**src/ee_slave_regs.svh**
```systemverilog
/*
  Register offsets, field positions, reset values and timing counts of the
  internal serial data store. Assumes a 20 MHz system clock.
*/
`ifndef EE_SLAVE_REGS_SVH
`define EE_SLAVE_REGS_SVH

// register indexes, byte address is four times the index
`define EE_PORT_IDX 6'h06
`define EE_STAT_IDX 6'h07

// port register fields
`define EE_SDA_BIT 6
`define EE_SCL_BIT 7
`define EE_PORT_RST 2'h3

// status register fields
`define EE_STAT_BUSY_BIT 0
`define EE_STAT_PTR_LSB 4

// timing
`define EE_CLK_MHZ 20
`define EE_WRITE_BUSY_US 4000
`define EE_WRITE_BUSY_CYCLES (`EE_WRITE_BUSY_US * `EE_CLK_MHZ)

// protocol counts
`define EE_BITS_PER_BYTE 4'h8
`define EE_LAST_TX_BIT 4'h7

`endif

```
**src/ee_slave_pkg.sv**
```systemverilog
/*
  Types shared by the internal serial data store.
  Assumes the constants header is included by the design file.
*/
package ee_slave_pkg;

  typedef enum logic [4:0] {
    ST_IDLE = 5'h01,
    ST_RX = 5'h02,
    ST_ACK = 5'h04,
    ST_TX = 5'h08,
    ST_MACK = 5'h10
  } state_t;

  typedef enum logic [1:0] {
    PH_CTRL = 2'h0,
    PH_ADDR = 2'h1,
    PH_DATA = 2'h2
  } phase_t;

  typedef struct packed {
    logic scl;
    logic sda;
  } lines_t;

endpackage

```
**src/ee_slave.sv**
```systemverilog
/*
  Internal two-wire serial data store with its CPU port register, reached
  over a classic Wishbone slave. Assumes the CPU bit-bangs the bus master
  through the port register and that both bus lines stay inside the chip.
*/
`timescale 1ns/1ns
`default_nettype none
`include "ee_slave_regs.svh"

module ee_slave #(
  parameter int WRITE_BUSY_CYCLES = `EE_WRITE_BUSY_CYCLES,
  parameter int DEPTH = 16,
  parameter int ADDR_W = 4,
  parameter logic [3:0] DEV_CODE = 4'h5 // arbitrary device code
) (
  input wire logic CLK,
  input wire logic RESET_N,
  input wire logic WB_CYC_I,
  input wire logic WB_STB_I,
  input wire logic WB_WE_I,
  input wire logic [7:0] WB_ADR_I,
  input wire logic [3:0] WB_SEL_I,
  input wire logic [31:0] WB_DAT_I,
  output logic [31:0] WB_DAT_O,
  output logic WB_ACK_O,
  output logic SDA_LINE,
  output logic SCL_LINE,
  output logic EE_BUSY
);

  localparam int BW = $clog2(WRITE_BUSY_CYCLES + 1);

  // ****************************************
  // elaboration checks
  // ****************************************
  if (WRITE_BUSY_CYCLES < 1)
  begin : g_chk_busy
    $error("write busy count must be at least one");
  end
  if (DEPTH != (1 << ADDR_W) || ADDR_W > 8)
  begin : g_chk_depth
    $error("depth must be two to the pointer width, pointer at most 8 bits");
  end

  // ****************************************
  // state
  // ****************************************
  logic [1:0] port_r;
  logic pull_r;
  logic ack_r;
  logic [31:0] dat_r;
  ee_slave_pkg::lines_t cur;
  ee_slave_pkg::lines_t prev_r;
  ee_slave_pkg::state_t state_r;
  ee_slave_pkg::phase_t phase_r;
  logic [3:0] cnt_r;
  logic [7:0] shift_r;
  logic [7:0] tx_r;
  logic [7:0] buf_r;
  logic data_ok_r;
  logic rw_r;
  logic mack_r;
  logic [ADDR_W-1:0] ptr_r;
  logic busy_r;
  logic [BW-1:0] busy_cnt_r;
  logic [7:0] mem_r [DEPTH];
  logic scl_rise;
  logic scl_fall;
  logic start_det;
  logic stop_det;
  logic byte_done;
  logic commit;
  logic ctrl_match;
  logic [5:0] idx;
  logic bus_req;

  // ****************************************
  // wired lines and bus conditions
  // ****************************************
  // the store only ever pulls low, so the line is a wired-AND
  assign cur = '{scl: port_r[1], sda: port_r[0] & ~pull_r};
  // observation only: neither line is routed to a pad
  assign SDA_LINE = cur.sda;
  assign SCL_LINE = cur.scl;
  assign EE_BUSY = busy_r;

  assign scl_rise = cur.scl & ~prev_r.scl;
  assign scl_fall = ~cur.scl & prev_r.scl;
  // a data edge counts only while the clock stayed high across it
  assign start_det = cur.scl & prev_r.scl & prev_r.sda & ~cur.sda;
  assign stop_det = cur.scl & prev_r.scl & ~prev_r.sda & cur.sda;
  assign byte_done = scl_fall && state_r == ee_slave_pkg::ST_RX
    && cnt_r == `EE_BITS_PER_BYTE;
  assign ctrl_match = shift_r[7:4] == DEV_CODE && !busy_r;
  // only a full acknowledged data byte with no bits after it is written;
  // the clock rise that leads into the stop is no bit of its own
  assign commit = stop_det && state_r == ee_slave_pkg::ST_RX
    && phase_r == ee_slave_pkg::PH_DATA && data_ok_r
    && cnt_r <= 4'h1 && !rw_r;

  always_ff @(posedge CLK or negedge RESET_N)
  begin
    if (!RESET_N)
      prev_r <= '{scl: 1'b1, sda: 1'b1};
    else
      prev_r <= cur;
  end

  // ****************************************
  // wishbone slave
  // ****************************************
  assign idx = WB_ADR_I[7:2];
  assign bus_req = WB_CYC_I & WB_STB_I;
  assign WB_ACK_O = ack_r;
  assign WB_DAT_O = dat_r;

  always_ff @(posedge CLK or negedge RESET_N)
  begin
    if (!RESET_N)
      ack_r <= 1'b0;
    else
      ack_r <= bus_req & ~ack_r;
  end

  always_ff @(posedge CLK or negedge RESET_N)
  begin
    if (!RESET_N)
      dat_r <= 32'h0;
    else if (bus_req & ~ack_r)
    begin
      dat_r <= 32'h0;
      if (idx == `EE_PORT_IDX)
      begin
        dat_r[`EE_SDA_BIT] <= cur.sda;
        dat_r[`EE_SCL_BIT] <= cur.scl;
      end
      else if (idx == `EE_STAT_IDX)
      begin
        dat_r[`EE_STAT_BUSY_BIT] <= busy_r;
        dat_r[`EE_STAT_PTR_LSB +: ADDR_W] <= ptr_r;
      end
    end
  end

  // the write lands on the same edge the master samples the answer
  always_ff @(posedge CLK or negedge RESET_N)
  begin
    if (!RESET_N)
      port_r <= `EE_PORT_RST;
    else if (bus_req && ack_r && WB_WE_I && WB_SEL_I[0] && idx == `EE_PORT_IDX)
      port_r <= {WB_DAT_I[`EE_SCL_BIT], WB_DAT_I[`EE_SDA_BIT]};
  end

  // ****************************************
  // bus protocol engine
  // ****************************************
  always_ff @(posedge CLK or negedge RESET_N)
  begin
    if (!RESET_N)
    begin
      state_r <= ee_slave_pkg::ST_IDLE;
      phase_r <= ee_slave_pkg::PH_CTRL;
      cnt_r <= 4'h0;
      pull_r <= 1'b0;
      rw_r <= 1'b0;
      data_ok_r <= 1'b0;
      mack_r <= 1'b0;
      shift_r <= 8'h00;
      tx_r <= 8'h00;
      buf_r <= 8'h00;
      ptr_r <= '0;
    end
    else if (stop_det)
    begin
      state_r <= ee_slave_pkg::ST_IDLE;
      pull_r <= 1'b0;
      data_ok_r <= 1'b0;
    end
    else if (start_det)
    begin
      // repeated start drops any write but keeps a fresh pointer
      state_r <= ee_slave_pkg::ST_RX;
      phase_r <= ee_slave_pkg::PH_CTRL;
      cnt_r <= 4'h0;
      pull_r <= 1'b0;
      data_ok_r <= 1'b0;
    end
    else
    begin
      unique case (state_r)
        ee_slave_pkg::ST_IDLE:
        begin
          pull_r <= 1'b0;
        end
        ee_slave_pkg::ST_RX:
        begin
          if (scl_rise && cnt_r != `EE_BITS_PER_BYTE)
          begin
            shift_r <= {shift_r[6:0], cur.sda};
            cnt_r <= cnt_r + 4'h1;
          end
          else if (byte_done)
          begin
            cnt_r <= 4'h0;
            unique case (phase_r)
              ee_slave_pkg::PH_CTRL:
              begin
                if (ctrl_match)
                begin
                  pull_r <= 1'b1;
                  rw_r <= shift_r[0];
                  state_r <= ee_slave_pkg::ST_ACK;
                end
                else
                  state_r <= ee_slave_pkg::ST_IDLE;
              end
              ee_slave_pkg::PH_ADDR:
              begin
                ptr_r <= shift_r[ADDR_W-1:0];
                pull_r <= 1'b1;
                state_r <= ee_slave_pkg::ST_ACK;
              end
              default:
              begin
                // a later byte replaces the earlier one
                buf_r <= shift_r;
                data_ok_r <= 1'b1;
                pull_r <= 1'b1;
                state_r <= ee_slave_pkg::ST_ACK;
              end
            endcase
          end
          // a stray bit spoils the buffered byte once its pulse is over
          else if (scl_fall && phase_r == ee_slave_pkg::PH_DATA)
            data_ok_r <= 1'b0;
        end
        ee_slave_pkg::ST_ACK:
        begin
          // held low from one falling edge to the next
          if (scl_fall)
          begin
            if (phase_r == ee_slave_pkg::PH_CTRL && rw_r)
            begin
              tx_r <= mem_r[ptr_r];
              pull_r <= ~mem_r[ptr_r][7];
              cnt_r <= 4'h0;
              state_r <= ee_slave_pkg::ST_TX;
            end
            else
            begin
              pull_r <= 1'b0;
              state_r <= ee_slave_pkg::ST_RX;
              if (phase_r == ee_slave_pkg::PH_CTRL)
                phase_r <= ee_slave_pkg::PH_ADDR;
              else
                phase_r <= ee_slave_pkg::PH_DATA;
            end
          end
        end
        ee_slave_pkg::ST_TX:
        begin
          if (scl_fall)
          begin
            if (cnt_r == `EE_LAST_TX_BIT)
            begin
              pull_r <= 1'b0;
              ptr_r <= ptr_r + 1'b1;
              state_r <= ee_slave_pkg::ST_MACK;
            end
            else
            begin
              // new bit only while the clock is low
              pull_r <= ~tx_r[6];
              tx_r <= {tx_r[6:0], 1'b0};
              cnt_r <= cnt_r + 4'h1;
            end
          end
        end
        ee_slave_pkg::ST_MACK:
        begin
          if (scl_rise)
            mack_r <= ~cur.sda;
          else if (scl_fall)
          begin
            if (mack_r)
            begin
              tx_r <= mem_r[ptr_r];
              pull_r <= ~mem_r[ptr_r][7];
              cnt_r <= 4'h0;
              state_r <= ee_slave_pkg::ST_TX;
            end
            else
            begin
              pull_r <= 1'b0;
              state_r <= ee_slave_pkg::ST_IDLE;
            end
          end
        end
        default:
        begin
          state_r <= ee_slave_pkg::ST_IDLE;
          pull_r <= 1'b0;
        end
      endcase
    end
  end

  // ****************************************
  // storage and write cycle
  // ****************************************
  // contents are not reset, like the real cells
  always_ff @(posedge CLK)
  begin
    if (commit)
      mem_r[ptr_r] <= buf_r;
  end

  always_ff @(posedge CLK or negedge RESET_N)
  begin
    if (!RESET_N)
    begin
      busy_r <= 1'b0;
      busy_cnt_r <= '0;
    end
    else if (commit)
    begin
      busy_r <= 1'b1;
      busy_cnt_r <= BW'(WRITE_BUSY_CYCLES - 1);
    end
    else if (busy_r)
    begin
      if (busy_cnt_r == '0)
        busy_r <= 1'b0;
      else
        busy_cnt_r <= busy_cnt_r - 1'b1;
    end
  end
endmodule
`default_nettype wire

```
**config.mk**
```make
export PLATFORM = sky130hd
export DESIGN_NAME = ee_slave
export DESIGN_NICKNAME = d
export VERILOG_FILES = /design/src/ee_slave_pkg.sv /design/src/ee_slave.sv
export VERILOG_INCLUDE_DIRS = /design/src /design/src/src
export SDC_FILE = /design/constraint.sdc
export NUM_CORES = 1
export LEC_CHECK = 0
export BUFFER_PORTS_ARGS = -buffer_cell sky130_fd_sc_hd__buf_4
export CAP_MARGIN = 40
export CORE_ASPECT_RATIO = 1.1
export CORE_MARGIN = 8
export CORE_UTILIZATION = 40
export CTS_CLUSTER_SIZE = 24
export DETAILED_ROUTE_END_ITERATION = 10
export PLACE_DENSITY = 0.59
export SLEW_MARGIN = 20
export SYNTH_ARGS = -nofsm -noshare
export SYNTH_HDL_FRONTEND = slang
export SYNTH_SLANG_ARGS = --single-unit
```
**constraint.sdc**
```tcl
create_clock -name CLK -period 3.9 [get_ports CLK]
set_input_delay 0 -clock CLK [delete_from_list [all_inputs] [get_ports CLK]]
set_output_delay 0 -clock CLK [all_outputs]
set_load 0.05 [all_outputs]
```
==> impl_metrics.tcl <==
set metrics [dict create \
    cts_buffers 17 \
    post-place-ws_ps 895.0 \
    slew_headroom 0.4657 \
    arrival_ps 3130 \
    gp_congestion 0.8305 \
    syn_inst 587 \
    finalWirelength_um 17810 \
    fmax_ghz 0.3279 \
    start_util 0.4016 \
    hold_viol 0 \
    drt_first_pass_iters 4 \
    track_usage 0.1397 \
    grt_max_degree 40 \
    yosys_warnings 0 \
    core_um2 21820 \
    grt_pass1_wl_um 28590 \
    reg2reg_from "cnt_r[0]" \
    dpl-instance-area_um2 9235 \
    cp_common_cell "nor2_1" \
    final_area_um2 9960 \
    cp_max_fo 10 \
    critPathLaunch "cnt_r[0]" \
    worstMarginPinSlew_ps 801.5 \
    final_max_slew_viol_count 0 \
    via_count 4921 \
    final_antenna_net_count 0 \
    wl_met3_um 746 \
    dr_wl_met2_um 9314 \
    ys_dominant_reg_cell "edfxtp_1" \
    mostFrequentLayoutCells "edfxtp_1 (128), dfrtp_1 (64), nand2_1 (52)" \
    critPathRequiredTime_ps 3980 \
    drcViolationCount 0 \
    hpwl_um 12590 \
    syn_area_um2 8763 \
    ys_types 62 \
    drive_gt1_frac 0.2411 \
    worst-setup-path-type "reg -> reg" \
    cts.clk_slew.worst_paths_ps 80 \
    syn2layout_area_growth_pct 13.65 \
    synthArstFlopShare 0.3535 \
    worst_path_largest_cell_delay_ps 610 \
    antenna_found_initial 0 \
    die_h_um 171.2 \
    endpoint "mem_r[4][4]" \
    io-pin-count 85 \
    postSynthAreaPerCell_um2 14.93 \
    hold_buffers 9 \
    r2r-end "mem_r[4][4]" \
    outcome "finished clean" \
    synth-edff-count 128 \
    overflow 0 \
    final_util 0.4564 \
    final_common_cell "edfxtp_1" \
    max_cap_violations 0 \
    cts_tree "built" \
    ys_seq_area_frac 0.6392 \
    r2r_slack_ps 850 \
    peakVddDrop_mv 0.2319 \
    cts_root_buf "clkbuf_16" \
    crit_slowest_cell "nor2_1" \
    fin_worst_skew_ps 14.55 \
    ys_seq_elements 198 \
    final.min_clock_period_ps 3049 \
    setup_viol 0 \
    cp-start-kind "register" \
    setup_ws_ps 850.6 \
    cts.sinks 198 \
    post_cts_buffers 0 \
    ctsResizeCount 0 \
    num_rows 57 \
    fin_nets 688 \
    chipWidth_um 157.1 \
    clock_latency_ps 450 \
    holdWs_ps 38.52 \
    htree_levels 4 \
    wl_met1_um 7391 \
    via_per_inst 5.246 \
    rsz0062_at_grt "false" \
    end_kind "register" \
    powerDensity_nw_per_um2 418.1 \
    grt_pass1_vias 5166 \
    wl_per_cell_um 18.98 \
    reg2reg_depth 7 \
    antenna_cells 0 \
    timing.final.crit_share 0.7819 \
    drtIter0Drc 438 \
    p_leak_nw 3.393 \
    port_buffers 22 \
    path_cells "inv_1 -> ha_1 -> nor2_1 -> nor4_1 -> and4_1 -> nand2_1 -> nor2_1" \
    top_layer_used "met4" \
    setup_tns_ps 0 \
    clk_path_buf_depth 2 \
    die-area_um2 26910 \
    min_path_type "in -> async" \
]
-- cell type report --
| cell class | instances | area (µm²) |
|---|---|---|
| well taps | 295 | 369.1 |
| repair buffers | 48 | 407.9 |
| flip-flops and latches | 198 | 5603 |
| multi-input cells | 353 | 2900 |
| inverters | 12 | 45.04 |
| clock inverters | 15 | 209.0 |
| clock buffers | 17 | 425.4 |
| fillers | 1906 | 11860 |
-- worst min-delay path by stage --
stage / start / end / slack [ps] / depth (start not counted)
6_report: RESET_N / state_r[2] / 40 / 2
5_1_grt: RESET_N / state_r[2] / 70 / 2
4_1_cts: WB_STB_I / WB_ACK_O / 20 / 4
3_5_place_dp: RESET_N / state_r[2] / -30 / 1
3_3_place_gp: RESET_N / pull_r / 170 / 1
2_1_floorplan: RESET_N / EE_BUSY / -300 / 0
-- stage by stage --
step	power [mW]	cells
floorplan	2.345	613
global placement	2.350	895
detailed placement	2.353	897
CTS	4.209	938
global route	4.282	938
finish	4.164	938
-- synth_stat cells (all sizes together), types with 2 or more instances --
cell type / count / area [µm²]
edfxtp: 128 / 3844
dfrtp: 65 / 1627
nand2: 52 / 195.2
mux4: 40 / 900.9
nor2: 39 / 148.9
buf: 37 / 265.3
mux2: 19 / 214.0
o21ai: 17 / 85.08
nand3: 16 / 80.08
clkbuf: 13 / 48.80
inv: 12 / 45.04
xor2: 12 / 105.1
a21oi: 10 / 53.80
nor3: 10 / 55.05
ha: 9 / 112.6
mux2i: 8 / 80.08
or2: 8 / 50.05
xnor2: 7 / 61.31
nand2b: 6 / 37.54
nor4: 6 / 58.80
o31ai: 6 / 45.04
dfstp: 5 / 131.4
nand4b: 5 / 58.80
a211oi: 4 / 30.03
a22oi: 4 / 30.03
a31oi: 4 / 25.02
and3: 4 / 25.02
nand3b: 4 / 30.03
nor2b: 4 / 25.02
or3: 4 / 30.03
nor4b: 3 / 26.28
or4: 3 / 26.27
nor3b: 2 / 15.01
o211ai: 2 / 15.01
o22ai: 2 / 12.51
-- critical path: cells and delay by family (launching register included) --
| family | cells | cell delay [ps] |
|---|---|---|
| AND/OR/NAND/NOR | 5 | 1980 |
| flip-flops | 1 | 420 |
| adder cells (fa/ha/maj) | 1 | 170 |
| buffers and inverters | 1 | 110 |
-- sequential cells by signal, indices dropped and copies added (netlist names) --
name        cells
cnt_r           4
busy_cnt_r     17
shift_r         8
buf_r           8
data_ok_r       1
state_r         5
mem_r         128
EE_BUSY         1
ptr_r           4
phase_r         2
tx_r            7
port_r          2
WB_DAT_O        5
WB_ACK_O        1
rw_r            1
mack_r          1
prev_r          2
pull_r          1
-- power breakdown --
| part | leakage, nW | switching (mW) | internal, mW |
|---|---|---|---|
| combinational | 1.25 | 0.0812 | 0.0174 |
| sequential | 1.84 | 0.000880 | 2.21 |
| clock | 0.307 | 0.944 | 0.907 |
| total | 3.39 | 1.03 | 3.14 |
-- cell families (layout without fill, tap and decap cells) --
| kind of cell | count (synthesis) | after routing | synth area share |
|---|---|---|---|
| XOR/XNOR | 19 | 19 | 0.01899 |
| buffers and inverters | 62 | 92 | 0.04098 |
| AND/OR/NAND/NOR | 169 | 169 | 0.1014 |
| adder cells (fa/ha/maj) | 9 | 9 | 0.01285 |
| multiplexers | 67 | 67 | 0.1364 |
| flip-flops | 198 | 198 | 0.6392 |
| AO/OA/AOI/OAI | 62 | 62 | 0.04983 |
| other | 1 | 27 | 0.0004279 |
-- layer usage --
metal	up-vias	GRT usage
met5	-	0
met4	0	0.06255
met3	30	0.02312
met2	107	0.2453
met1	2533	0.1666
li1	2251	-
(Power assumes the default switching activity.)
